[config.mk]
export PLATFORM = sky130hd
export DESIGN_NAME = interval_timer
export DESIGN_NICKNAME = d
export VERILOG_FILES = /design/src/logic/timer_pkg.sv /design/src/logic/cnt_if.sv /design/src/logic/down_counter.sv /design/src/logic/interval_timer.sv
export SDC_FILE = /design/constraint.sdc
export NUM_CORES = 1
export LEC_CHECK = 0
export ABC_AREA = 0
export ABC_CLOCK_PERIOD_IN_PS = 5000
export BUFFER_PORTS_ARGS = -buffer_cell sky130_fd_sc_hd__buf_4
export CORE_MARGIN = 2
export CORE_UTILIZATION = 62
export DETAILED_ROUTE_END_ITERATION = 7
export MAX_ROUTING_LAYER = met4
export PLACE_DENSITY = 0.86
export SYNTH_ARGS = -nofsm -noshare
export SYNTH_HDL_FRONTEND = slang
export SYNTH_SLANG_ARGS = --single-unit
export TNS_END_PERCENT = 100
[constraint.sdc]
create_clock -name aclk -period 5 [get_ports aclk]
set_input_delay 0.5 -clock aclk [delete_from_list [all_inputs] [get_ports aclk]]
set_output_delay 0.5 -clock aclk [all_outputs]
set_load 0.005 [all_outputs]
[src/logic/timer_pkg.sv]
package timer_pkg;
   // Register byte offsets on the AXI4-Lite slave.
   localparam logic [3:0] CTRL_OFFS   = 4'h0;
   localparam logic [3:0] DATA_OFFS   = 4'h4;
   localparam logic [3:0] STATUS_OFFS = 4'h8;

   // Control word field positions.
   localparam int FMT_BIT     = 0;
   localparam int MODE_LSB    = 1;
   localparam int MODE_MSB    = 3;
   localparam int RW_LOW_BIT  = 4;
   localparam int RW_HIGH_BIT = 5;

   // Status field positions.
   localparam int ST_OUT_BIT  = 0;
   localparam int ST_PEND_BIT = 1;
   localparam int ST_CNT_LSB  = 16;

   // Counting modes.
   localparam logic [2:0] MODE_TC     = 3'h0;
   localparam logic [2:0] MODE_ONESHT = 3'h1;
   localparam logic [2:0] MODE_RATE   = 3'h2;
   localparam logic [2:0] MODE_SQUARE = 3'h3;
   localparam logic [2:0] MODE_SWSTRB = 3'h4;
   localparam logic [2:0] MODE_HWSTRB = 3'h5;

   // Byte access selections.
   localparam logic [1:0] RW_LATCH = 2'h0;
   localparam logic [1:0] RW_LOW   = 2'h1;
   localparam logic [1:0] RW_HIGH  = 2'h2;
   localparam logic [1:0] RW_BOTH  = 2'h3;

   // Reset values, half of the maximum count and bus response codes.
   localparam logic [15:0] COUNT_RST    = 16'h0000;
   localparam logic [15:0] HALF_MAX_BIN = 16'h8000;
   localparam logic [15:0] HALF_MAX_BCD = 16'h5000;
   localparam logic [1:0]  RESP_OKAY    = 2'h0;
   localparam logic [1:0]  RESP_SLVERR  = 2'h2;
endpackage

[src/logic/cnt_if.sv]
`timescale 1ns/1ps
interface cnt_if;
   logic        load;
   logic [15:0] load_val;
   logic        dec;
   logic        bcd;
   logic [15:0] count;
   modport core (input load, load_val, dec, bcd, output count);
   modport ctl  (output load, load_val, dec, bcd, input count);
endinterface

[src/logic/down_counter.sv]
`timescale 1ns/1ps
module down_counter
   import timer_pkg::*;
(
   input wire logic aclk,    // System clock.
   input wire logic aresetn, // Synchronous reset, active low.
   cnt_if.core      c        // Load and decrement control.
);

   logic [15:0] count_q;

   // Binary or four-digit decimal step down by one, wrapping at zero.
   function automatic logic [15:0] dec1(input logic [15:0] v,
                                        input logic        bcd);
      logic [15:0] r;
      logic        brw;
      r   = v;
      brw = 1'b1;
      if (!bcd) begin
         r = v - 16'h0001;
      end else begin
         for (int i = 0; i < 4; i++) begin
            if (brw) begin
               if (v[i*4 +: 4] == 4'h0) begin
                  r[i*4 +: 4] = 4'h9;
               end else begin
                  r[i*4 +: 4] = v[i*4 +: 4] - 4'h1;
                  brw         = 1'b0;
               end
            end
         end
      end
      return r;
   endfunction

   always_ff @(posedge aclk) begin
      if (!aresetn) begin
         count_q <= COUNT_RST;
      end else if (c.load) begin
         count_q <= c.load_val;
      end else if (c.dec) begin
         count_q <= dec1(count_q, c.bcd);
      end
   end

   assign c.count = count_q;

endmodule

[src/logic/interval_timer.sv]
`timescale 1ns/1ps
module interval_timer
   import timer_pkg::*;
#(
   parameter int ADDR_W = 4
)(
   input  wire logic              aclk,      // System clock.
   input  wire logic              aresetn,   // Synchronous reset, low.
   input  wire logic [ADDR_W-1:0] awaddr,    // Write address.
   input  wire logic              awvalid,   // Write address valid.
   output      logic              awready,   // Write address ready.
   input  wire logic [31:0]       wdata,     // Write data.
   input  wire logic [3:0]        wstrb,     // Write byte enables.
   input  wire logic              wvalid,    // Write data valid.
   output      logic              wready,    // Write data ready.
   output      logic [1:0]        bresp,     // Write response.
   output      logic              bvalid,    // Write response valid.
   input  wire logic              bready,    // Write response ready.
   input  wire logic [ADDR_W-1:0] araddr,    // Read address.
   input  wire logic              arvalid,   // Read address valid.
   output      logic              arready,   // Read address ready.
   output      logic [31:0]       rdata,     // Read data.
   output      logic [1:0]        rresp,     // Read response.
   output      logic              rvalid,    // Read data valid.
   input  wire logic              rready,    // Read data ready.
   input  wire logic              count_clk, // Count clock input.
   input  wire logic              gate,      // Gate input.
   output      logic              timer_out  // Counter output.
);

   ////////////////////////////////////////////////////////////////////////
   // Bus slave.
   logic              awready_q, wready_q, bvalid_q, arready_q, rvalid_q;
   logic              aw_held_q, w_held_q;
   logic [ADDR_W-1:0] awaddr_q;
   logic [7:0]        wbyte_q;
   logic              wlane_q;
   logic [1:0]        bresp_q, rresp_q;
   logic [31:0]       rdata_q;
   logic              wr_fire, rd_fire, ctrl_wr, data_wr, data_rd;

   assign wr_fire = aw_held_q & w_held_q & ~bvalid_q;
   assign rd_fire = arvalid & arready_q;
   assign ctrl_wr = wr_fire & wlane_q & (awaddr_q == CTRL_OFFS);
   assign data_wr = wr_fire & wlane_q & (awaddr_q == DATA_OFFS);
   assign data_rd = rd_fire & (araddr == DATA_OFFS);

   always_ff @(posedge aclk) begin
      if (!aresetn) begin
         awready_q <= 1'b1;
         aw_held_q <= 1'b0;
         awaddr_q  <= '0;
      end else if (awvalid && awready_q) begin
         awready_q <= 1'b0;
         aw_held_q <= 1'b1;
         awaddr_q  <= awaddr;
      end else if (wr_fire) begin
         aw_held_q <= 1'b0;
      end else if (bvalid_q && bready) begin
         awready_q <= 1'b1;
      end
   end

   always_ff @(posedge aclk) begin
      if (!aresetn) begin
         wready_q <= 1'b1;
         w_held_q <= 1'b0;
         wbyte_q  <= 8'h00;
         wlane_q  <= 1'b0;
      end else if (wvalid && wready_q) begin
         wready_q <= 1'b0;
         w_held_q <= 1'b1;
         wbyte_q  <= wdata[7:0];
         wlane_q  <= wstrb[0];
      end else if (wr_fire) begin
         w_held_q <= 1'b0;
      end else if (bvalid_q && bready) begin
         wready_q <= 1'b1;
      end
   end

   always_ff @(posedge aclk) begin
      if (!aresetn) begin
         bvalid_q <= 1'b0;
         bresp_q  <= RESP_OKAY;
      end else if (wr_fire) begin
         bvalid_q <= 1'b1;
         bresp_q  <= (awaddr_q == CTRL_OFFS || awaddr_q == DATA_OFFS ||
                      awaddr_q == STATUS_OFFS) ? RESP_OKAY : RESP_SLVERR;
      end else if (bready) begin
         bvalid_q <= 1'b0;
      end
   end

   ////////////////////////////////////////////////////////////////////////
   // Counter channel state.
   cnt_if c ();

   logic [2:0]  mode_q;
   logic        bcd_q, run_q, pend_q, halt_q, have_q, trig_q, out_q;
   logic        wr_hi_q, rd_hi_q, latched_q, ck_prev_q, gate_prev_q;
   logic [1:0]  rw_q;
   logic [15:0] cr_q, latch_q;
   logic        ck_fall, tc, out_d, run_d, take_pend, take_trig;
   logic [15:0] src;
   logic [7:0]  rd_byte;

   assign ck_fall = ck_prev_q & ~count_clk;
   assign tc      = (c.count == 16'h0001);
   assign c.bcd   = bcd_q;
   assign src     = latched_q ? latch_q : c.count;

   // Half of a count for one square-wave phase; odd counts favour high.
   function automatic logic [15:0] half(input logic [15:0] v,
                                        input logic        bcd,
                                        input logic        hi);
      logic [15:0] r;
      logic        cy;
      r  = {1'b0, v[15:1]};
      cy = 1'b0;
      if (bcd) begin
         for (int i = 3; i >= 0; i--) begin
            r[i*4 +: 4] = {1'b0, v[i*4+1 +: 3]} + (cy ? 4'h5 : 4'h0);
            cy          = v[i*4];
         end
      end
      if (v == 16'h0000) begin
         r = bcd ? HALF_MAX_BCD : HALF_MAX_BIN;
      end else if (hi && v[0]) begin
         r = r + 16'h0001;
      end
      return r;
   endfunction

   always_comb begin
      c.load     = 1'b0;
      c.load_val = cr_q;
      c.dec      = 1'b0;
      run_d      = run_q;
      out_d      = out_q;
      take_pend  = 1'b0;
      take_trig  = 1'b0;
      if (ck_fall) begin
         case (mode_q)
            MODE_TC: begin
               if (pend_q && !halt_q) begin
                  c.load    = 1'b1;
                  take_pend = 1'b1;
                  run_d     = 1'b1;
               end else if (run_q && gate && !halt_q) begin
                  c.dec = 1'b1;
                  if (tc) out_d = 1'b1;
               end
            end
            MODE_ONESHT, MODE_HWSTRB: begin
               if (mode_q == MODE_HWSTRB && !out_q) out_d = 1'b1;
               if (trig_q) begin
                  c.load    = 1'b1;
                  take_trig = 1'b1;
                  run_d     = 1'b1;
                  out_d     = (mode_q == MODE_HWSTRB);
               end else if (run_q) begin
                  c.dec = 1'b1;
                  if (tc) begin
                     run_d = 1'b0;
                     out_d = (mode_q == MODE_ONESHT);
                  end
               end
            end
            MODE_RATE: begin
               if (!gate) begin
                  run_d = run_q;
               end else if (trig_q || (pend_q && !run_q)) begin
                  c.load    = 1'b1;
                  take_trig = 1'b1;
                  take_pend = 1'b1;
                  run_d     = 1'b1;
                  out_d     = 1'b1;
               end else if (run_q) begin
                  if (tc) begin
                     c.load    = 1'b1;
                     take_pend = 1'b1;
                     out_d     = 1'b1;
                  end else begin
                     c.dec = 1'b1;
                     if (c.count == 16'h0002) out_d = 1'b0;
                  end
               end
            end
            MODE_SQUARE: begin
               if (!gate) begin
                  run_d = run_q;
               end else if (trig_q || (pend_q && !run_q)) begin
                  c.load     = 1'b1;
                  c.load_val = half(cr_q, bcd_q, 1'b1);
                  take_trig  = 1'b1;
                  take_pend  = 1'b1;
                  run_d      = 1'b1;
                  out_d      = 1'b1;
               end else if (run_q) begin
                  if (tc) begin
                     c.load     = 1'b1;
                     c.load_val = half(cr_q, bcd_q, ~out_q);
                     take_pend  = 1'b1;
                     out_d      = ~out_q;
                  end else begin
                     c.dec = 1'b1;
                  end
               end
            end
            MODE_SWSTRB: begin
               if (!out_q) out_d = 1'b1;
               if (pend_q && !run_q) begin
                  c.load    = 1'b1;
                  take_pend = 1'b1;
                  run_d     = 1'b1;
               end else if (run_q && gate) begin
                  c.dec = 1'b1;
                  if (tc) begin
                     out_d = 1'b0;
                     run_d = 1'b0;
                  end
               end
            end
            default: begin
               run_d = 1'b0;
            end
         endcase
      end
      if ((mode_q == MODE_RATE || mode_q == MODE_SQUARE) && !gate) begin
         out_d = 1'b1;
      end
   end

   down_counter u_cnt (
      .aclk    (aclk),
      .aresetn (aresetn),
      .c       (c)
   );

   always_ff @(posedge aclk) begin
      if (!aresetn) begin
         ck_prev_q   <= 1'b0;
         gate_prev_q <= 1'b0;
      end else begin
         ck_prev_q   <= count_clk;
         gate_prev_q <= gate;
      end
   end

   // Mode set, count writes and counting; bus writes win over consumption.
   always_ff @(posedge aclk) begin
      if (!aresetn) begin
         mode_q  <= MODE_TC;
         bcd_q   <= 1'b0;
         rw_q    <= RW_BOTH;
         cr_q    <= COUNT_RST;
         run_q   <= 1'b0;
         pend_q  <= 1'b0;
         halt_q  <= 1'b0;
         have_q  <= 1'b0;
         trig_q  <= 1'b0;
         out_q   <= 1'b1;
         wr_hi_q <= 1'b0;
      end else begin
         run_q <= run_d;
         out_q <= out_d;
         if (take_pend) pend_q <= 1'b0;
         if (take_trig) trig_q <= 1'b0;
         if (gate && !gate_prev_q && have_q && mode_q != MODE_TC &&
             mode_q != MODE_SWSTRB) begin
            trig_q <= 1'b1;
         end
         if (ctrl_wr && wbyte_q[RW_HIGH_BIT:RW_LOW_BIT] != RW_LATCH) begin
            mode_q  <= (wbyte_q[MODE_MSB] && wbyte_q[MODE_MSB-1]) ?
                       {1'b0, wbyte_q[MODE_MSB-1:MODE_LSB]} :
                       wbyte_q[MODE_MSB:MODE_LSB];
            bcd_q   <= wbyte_q[FMT_BIT];
            rw_q    <= wbyte_q[RW_HIGH_BIT:RW_LOW_BIT];
            run_q   <= 1'b0;
            pend_q  <= 1'b0;
            halt_q  <= 1'b0;
            have_q  <= 1'b0;
            trig_q  <= 1'b0;
            wr_hi_q <= 1'b0;
            out_q   <= (wbyte_q[MODE_MSB:MODE_LSB] != MODE_TC);
         end else if (data_wr) begin
            if (mode_q == MODE_TC) out_q <= 1'b0;
            if (rw_q == RW_BOTH && !wr_hi_q) begin
               cr_q[7:0] <= wbyte_q;
               wr_hi_q   <= 1'b1;
               halt_q    <= (mode_q == MODE_TC);
            end else begin
               if (rw_q == RW_HIGH) cr_q <= {wbyte_q, 8'h00};
               else if (rw_q == RW_LOW) cr_q <= {8'h00, wbyte_q};
               else cr_q[15:8] <= wbyte_q;
               wr_hi_q <= 1'b0;
               pend_q  <= 1'b1;
               have_q  <= 1'b1;
               halt_q  <= 1'b0;
            end
         end
      end
   end

   ////////////////////////////////////////////////////////////////////////
   // Read path and count latch.
   assign rd_byte = (rw_q == RW_HIGH || (rw_q == RW_BOTH && rd_hi_q)) ?
                    src[15:8] : src[7:0];

   always_ff @(posedge aclk) begin
      if (!aresetn) begin
         latch_q   <= COUNT_RST;
         latched_q <= 1'b0;
         rd_hi_q   <= 1'b0;
      end else if (ctrl_wr) begin
         rd_hi_q <= 1'b0;
         if (wbyte_q[RW_HIGH_BIT:RW_LOW_BIT] == RW_LATCH && !latched_q) begin
            latch_q   <= c.count;
            latched_q <= 1'b1;
         end else if (wbyte_q[RW_HIGH_BIT:RW_LOW_BIT] != RW_LATCH) begin
            latched_q <= 1'b0;
         end
      end else if (data_rd) begin
         rd_hi_q <= (rw_q == RW_BOTH) && !rd_hi_q;
         if (rw_q != RW_BOTH || rd_hi_q) latched_q <= 1'b0;
      end
   end

   always_ff @(posedge aclk) begin
      if (!aresetn) begin
         arready_q <= 1'b1;
         rvalid_q  <= 1'b0;
         rdata_q   <= 32'h0000_0000;
         rresp_q   <= RESP_OKAY;
      end else if (rd_fire) begin
         arready_q <= 1'b0;
         rvalid_q  <= 1'b1;
         rresp_q   <= RESP_OKAY;
         rdata_q   <= 32'h0000_0000;
         case (araddr)
            CTRL_OFFS:   rdata_q[5:0] <= {rw_q, mode_q, bcd_q};
            DATA_OFFS:   rdata_q[7:0] <= rd_byte;
            STATUS_OFFS: rdata_q <= {c.count, 14'h0000, pend_q, out_q};
            default:     rresp_q <= RESP_SLVERR;
         endcase
      end else if (rvalid_q && rready) begin
         rvalid_q  <= 1'b0;
         arready_q <= 1'b1;
      end
   end

   assign awready   = awready_q;
   assign wready    = wready_q;
   assign bvalid    = bvalid_q;
   assign bresp     = bresp_q;
   assign arready   = arready_q;
   assign rvalid    = rvalid_q;
   assign rresp     = rresp_q;
   assign rdata     = rdata_q;
   assign timer_out = out_q;
endmodule

* Word-level counts from Yosys, hierarchy flattened
Index checks and enable logic that the tools add are counted.
** Storage, ports and cells
- Bits in registers :: 121
- Input port bits :: 53
- Logic and storage cells :: 307
** Cells by class
- $add $sub $neg :: 10
- Equality and inequality tests :: 27
- Muxes and demuxes :: 148
- Bitwise gates (word level) :: 14
- Reductions and logical operators :: 74
** Operators with widths (number)
- 16-bit 2-to-1 mux :: 26
- 1-bit 2-to-1 mux :: 95
- 16-bit by 1-bit adder with 16-bit output, second input constant :: 2
- 8-bit 2-to-1 mux :: 4
- 4-bit 2-to-1 mux :: 7
- 4-bit logical NOT :: 6
- 24-bit 2-to-1 mux :: 1
- 2-bit nonzero test :: 11
- 1-bit logical AND :: 21
- 6-bit one-hot mux with 3 select lines :: 1
- 16-bit by 1-bit == test with 1-bit output, second input constant :: 1
- 16-bit by 2-bit == test with 1-bit output, second input constant :: 1
- 16-bit logical NOT :: 1
- 16-bit by 1-bit subtractor with 16-bit output, second input constant :: 1
- 4-bit by 1-bit subtractor with 4-bit output, second input constant :: 4
- 2-bit AND reduction :: 7
- 3-bit by 3-bit adder with 4-bit output :: 3
- 12-bit 2-to-1 mux :: 1
- 3-bit 2-to-1 mux :: 4
- 1-bit one-hot mux with 4 select lines :: 3
- 3-bit by 2-bit != test with 1-bit output, second input constant :: 3
- 3-bit != test, second input constant :: 3
- 3-bit AND reduction :: 3
- 3-bit nonzero test :: 3
- other kinds (23) :: 61

* Depth between registers and ports, before layout
- Depth after elaboration :: 24
- Mapped depth :: 12
- Gate-level depth less buffers :: 10

* By module
Synthesis repeated with hierarchy kept, for this count alone.
** Unflattened totals
- Cell total of the unflattened synthesis :: 816
- Area total of the unflattened synthesis :: 6775.2 um^2
** By module, submodules not included
- interval_timer :: instances 1, cells an instance 664, area each 5584.1 um^2
- down_counter :: instances 1, cells an instance 152, area each 1191.1 um^2

* Worst setup path after synthesis
Ideal clock, no wire load.
- Kind :: reg2reg
- Start point :: register bcd_q
- End point :: register u_cnt.count_q[6] (netlist: u_cnt.c.count[6])
- Library setup time :: 0.137 ns
- Data arrival time :: 2.648 ns
- Data required time :: 4.863 ns
- Setup slack :: 2.215 ns
- Cell stages (with the launch flop) :: 13
- Clock period less this slack :: 2.785 ns
- Cell sequence :: dfxtp_1 -> buf_4 -> buf_2 -> buf_2 -> buf_2 -> a21o_1 -> ha_1 -> nand2_1 -> or4_1 -> a22o_1 -> and3_4 -> a2111oi_4 -> a211oi_2
** Between the ends
- Longest elaborated chain between the ends :: 17
- Elaborated cells between the ends (all ways) :: 28
- Classes of those cells :: 2 x add/sub; 1 x eq/ne; 24 x mux; 1 x reduce/logical
** Ends and longest elaborated chain
- start: declaration :: RTL line interval_timer.sv:100 : logic bcd_q, run_q, pend_q, halt_q, have_q, trig_q, out_q;
- start signal: assignment :: RTL line interval_timer.sv:278 : bcd_q <= wbyte_q[FMT_BIT];
- 12-bit 2-to-1 mux :: RTL line interval_timer.sv:121 : if (bcd) begin
- 16-bit 2-to-1 mux :: RTL line interval_timer.sv:201 : if (tc) begin
- 16-bit 2-to-1 mux :: RTL line interval_timer.sv:200 : end else if (run_q) begin
- 16-bit 2-to-1 mux :: RTL line interval_timer.sv:193 : end else if (trig_q || (pend_q && !run_q)) begin
- 16-bit 2-to-1 mux :: RTL line interval_timer.sv:191 : if (!gate) begin
- 16-bit 2-to-1 mux :: RTL line interval_timer.sv:144 : case (mode_q)
- 16-bit 2-to-1 mux :: RTL line interval_timer.sv:143 : if (ck_fall) begin
- 16-bit by 1-bit adder with 16-bit output :: RTL line interval_timer.sv:130 : r = r + 16'h0001;
- 16-bit 2-to-1 mux :: RTL line interval_timer.sv:129 : end else if (hi && v[0]) begin
- 16-bit 2-to-1 mux :: RTL line interval_timer.sv:127 : if (v == 16'h0000) begin
- 16-bit 2-to-1 mux :: RTL line interval_timer.sv:201
- 16-bit 2-to-1 mux :: RTL line interval_timer.sv:200
- 16-bit 2-to-1 mux :: RTL line interval_timer.sv:193
- 16-bit 2-to-1 mux :: RTL line interval_timer.sv:191
- 16-bit 2-to-1 mux :: RTL line interval_timer.sv:144
- 16-bit 2-to-1 mux :: RTL line interval_timer.sv:143
- 16-bit 2-to-1 mux :: RTL line down_counter.sv:39 : end else if (c.load) begin
- end signal: assignment :: RTL line down_counter.sv:40 : count_q <= c.load_val;
- end signal: assignment :: RTL line down_counter.sv:42 : count_q <= dec1(count_q, c.bcd);
- end: declaration :: RTL line down_counter.sv:10 : logic [15:0] count_q;
Several ways; a longest one is shown, not always the timed one. The select of a mux whose other input is x is not followed.
A chain may end at the register's enable or synchronous reset.

* Worst setup path after layout
- Start point :: register bcd_q
- End point :: register u_cnt.count_q[8] (netlist: u_cnt.c.count[8])
The elaborated chain is that of the path after synthesis.

==> impl_metrics.toml <==
[place]
io_buffers = 57
dp.final_hpwl_mm = 13.3
gp_congestion = 1.00

[yosys]
synth_edf_count = 0
avgSynthCellArea_sq_um = 8.16
synth_seq_cells = 111
ys_seq_area_frac = 0.344
async_reset_ff_frac = 0
syn_inst = 792
yosysWarnings = 0
ys_types = 87
syn_area_sq_um = 6470
synth-main-ff-cell = "dfxtp_1"

[detailed_routing]
drc = 0
finalWirelength_mm = 18.4
first_pass_iters = 5
wire_per_inst_microns = 19.4
num_vias = 6248
drt_first_iter_violations = 604
avgViaCountPerCell = 6.59
ant_nets = 0

[setup_path]
reg2reg_depth = 7
r2r_slack_ns = 1.74
cp-end-kind = "register"
startpoint = "bcd_q$_SDFFE_PN0P_"
crit_required_ns = 5.31
cp_max_fo = 28
crit_path_start_kind = "register"
crit_arrival_ns = 3.58
crit_type = "register to register"
r2r_start = "bcd_q$_SDFFE_PN0P_"
r2r-end = "u_cnt.c.count[8]$_SDFFE_PN0P_"

[power]
power.density_nw_per_um2 = 221
vdd_ir_drop_max_mv = 0.220
power_mw = 1.54
leakage_nw = 2.59

[floorplan]
dieArea_sq_um = 11300
core_sq_um = 10200
row_count = 37
die-height_microns = 106
die-width_microns = 106
io_pins = 95
start_util = 0.632

[clocking]
cts_setup_buffers = 0
cts_sinks = 111
clock-root-buffer = "clkbuf_8"
cts_htree_levels = 3
numCtsBuffers = 9
cts_resized = 0
cts_tree = "yes"
clk_path_buf_depth = 2
cts_hold_buf = 0
cts.reportedPaths.clkPinSlew_ns = 0.11
worstSkewPairLatency_ns = 0.39

[hold_path]
hold_end = "ck_prev_q$_SDFF_PN0_"
holdPathStages = 2
min_from = "count_clk"
hp-class = "primary input to register"

[grt]
antenna_found_initial = 0
grt_pass1_wl_mm = 29.4
grt_use_total = 0.339
grt_pass1_vias = 5825
grt_max_degree = 50
grt_overflow = 0

[run_status]
status = "complete, no violations"

[timing]
rsz0062_at_grt = "false"
finalSetupTns_ns = 0
hold_viol = 0
timing.final.crit_period_ns = 3.26
worst_clock_skew_ns = 0.00901
setup_viol = 0
max_freq_ghz = 0.306
drv_slew = 0
slew_headroom = 0.214
fin_crit_sh = 0.653
tightest_slew_ns = 1.17

[finish]
antennaDiodeCount = 0
final_layout_size_suffix_gt1_frac = 0.148
final_common_cell = "dfxtp_1"
final_cell_mix = "dfxtp_1 (111), nand2_1 (107), nor2_1 (76)"
fin_nets = 875
area_delta_synth_final_pct = 7.86

[flow_run]
drv_cap = 0
[cells by family after synthesis]
family / synth area share
flops: 0.344
mux: 0.0555
simple gates: 0.238
other cells: 0.000580
xor+xnor: 0.0135
compound gates: 0.255
fa+ha+maj: 0.0290
buf+inv: 0.0642
[how the worst max path moves through the flow]
stage | endpoint | slack, ns | cells after the start
2_1_floorplan | u_cnt.c.count[6]$_SDFFE_PN0P_ | 2.21 | 12
3_3_place_gp | u_cnt.c.count[8]$_SDFFE_PN0P_ | 1.98 | 7
3_5_place_dp | u_cnt.c.count[8]$_SDFFE_PN0P_ | 1.87 | 7
4_1_cts | u_cnt.c.count[8]$_SDFFE_PN0P_ | 1.85 | 7
5_1_grt | u_cnt.c.count[9]$_SDFFE_PN0P_ | 1.49 | 7
6_report | u_cnt.c.count[8]$_SDFFE_PN0P_ | 1.74 | 7
[synthesized netlist by cell type (all sizes together) (3+ instances only)]
| cell | instances | share of area |
|---|---|---|
| and2 | 9 | 0.0087 |
| nand2b | 7 | 0.0068 |
| a22oi | 31 | 0.037 |
| o211ai | 4 | 0.0054 |
| mux2 | 7 | 0.012 |
| inv | 16 | 0.0093 |
| clkbuf | 28 | 0.016 |
| nand2 | 107 | 0.062 |
| nor3b | 3 | 0.0035 |
| o21ai | 38 | 0.032 |
| o211a | 5 | 0.0077 |
| nor3 | 22 | 0.019 |
| nand3 | 27 | 0.021 |
| or2 | 4 | 0.0039 |
| nor2b | 8 | 0.0089 |
| xor2 | 4 | 0.0054 |
| mux4 | 8 | 0.028 |
| a211oi | 10 | 0.014 |
| a41oi | 4 | 0.0054 |
| ha | 15 | 0.029 |
| nor2 | 78 | 0.047 |
| nand4 | 9 | 0.0087 |
| a2111oi | 3 | 0.0070 |
| a21o | 3 | 0.0035 |
| buf | 38 | 0.039 |
| nor4 | 13 | 0.019 |
| o221ai | 3 | 0.0041 |
| a32oi | 5 | 0.0068 |
| a221oi | 5 | 0.0087 |
| and3 | 7 | 0.0075 |
| mux2i | 10 | 0.015 |
| a22o | 9 | 0.012 |
| xnor2 | 6 | 0.0081 |
| dfxtp | 111 | 0.34 |
| a21oi | 73 | 0.058 |
| a31oi | 16 | 0.015 |
| nand3b | 3 | 0.0035 |
| o21a | 4 | 0.0046 |
[flip-flops by register name, summed over array words and instances, names as in the netlist, 2 cells and up]
| name | count |
|---|---|
| latch_q | 16 |
| rdata | 24 |
| cr_q | 16 |
| wbyte_q | 8 |
| u_cnt.c.count | 16 |
| mode_q | 3 |
| rw_q | 2 |
| awaddr_q | 4 |
[metrics by stage]
stage	setup slack [ns]	utilization	hold WS, ns	cell area, sq um	cells
final	1.74	0.682	0.337	6970	948
after global routing	1.49	0.682	0.334	6970	948
after CTS	1.85	0.682	0.329	6970	948
after detailed placement	1.87	0.662	0.441	6770	932
after global placement	1.98	0.662	0.436	6770	932
after floorplan	2.21	-	0.426	6500	801
[critical path: stages, from the launching register on]
cell	delay, ns
dfxtp_1	0.97
inv_1	0.37
a311oi_1	0.76
or4b_1	0.35
o21ai_0	0.10
and3_1	0.19
o21ai_1	0.24
nor3b_1	0.20
[routing by layer]
| layer | track usage | wire length (microns) |
|---|---|---|
| met1 | 0.430 | 7660 |
| met2 | 0.528 | 8420 |
| met3 | 0.0632 | 1550 |
| met4 | 0.152 | 764 |
| met5 | - | 0 |
[cell type report]
cell class | count | area [sq um]
Clock inverter | 7 | 77.6
Sequential cell | 111 | 2220
Inverter | 16 | 60.1
Fill cell | 866 | 3260
Timing Repair Buffer | 61 | 458
Clock buffer | 9 | 124
Tap cell | 136 | 170
Multi-Input combinational cell | 608 | 3860
[where the power goes]
group | internal, mW | switching (mW) | total, mW
logic | 0.0330 | 0.0532 | 0.0862
registers | 0.897 | 0.0137 | 0.911
clock network | 0.197 | 0.345 | 0.542
total | 1.13 | 0.412 | 1.54
Power figures use the tool's default switching activity.
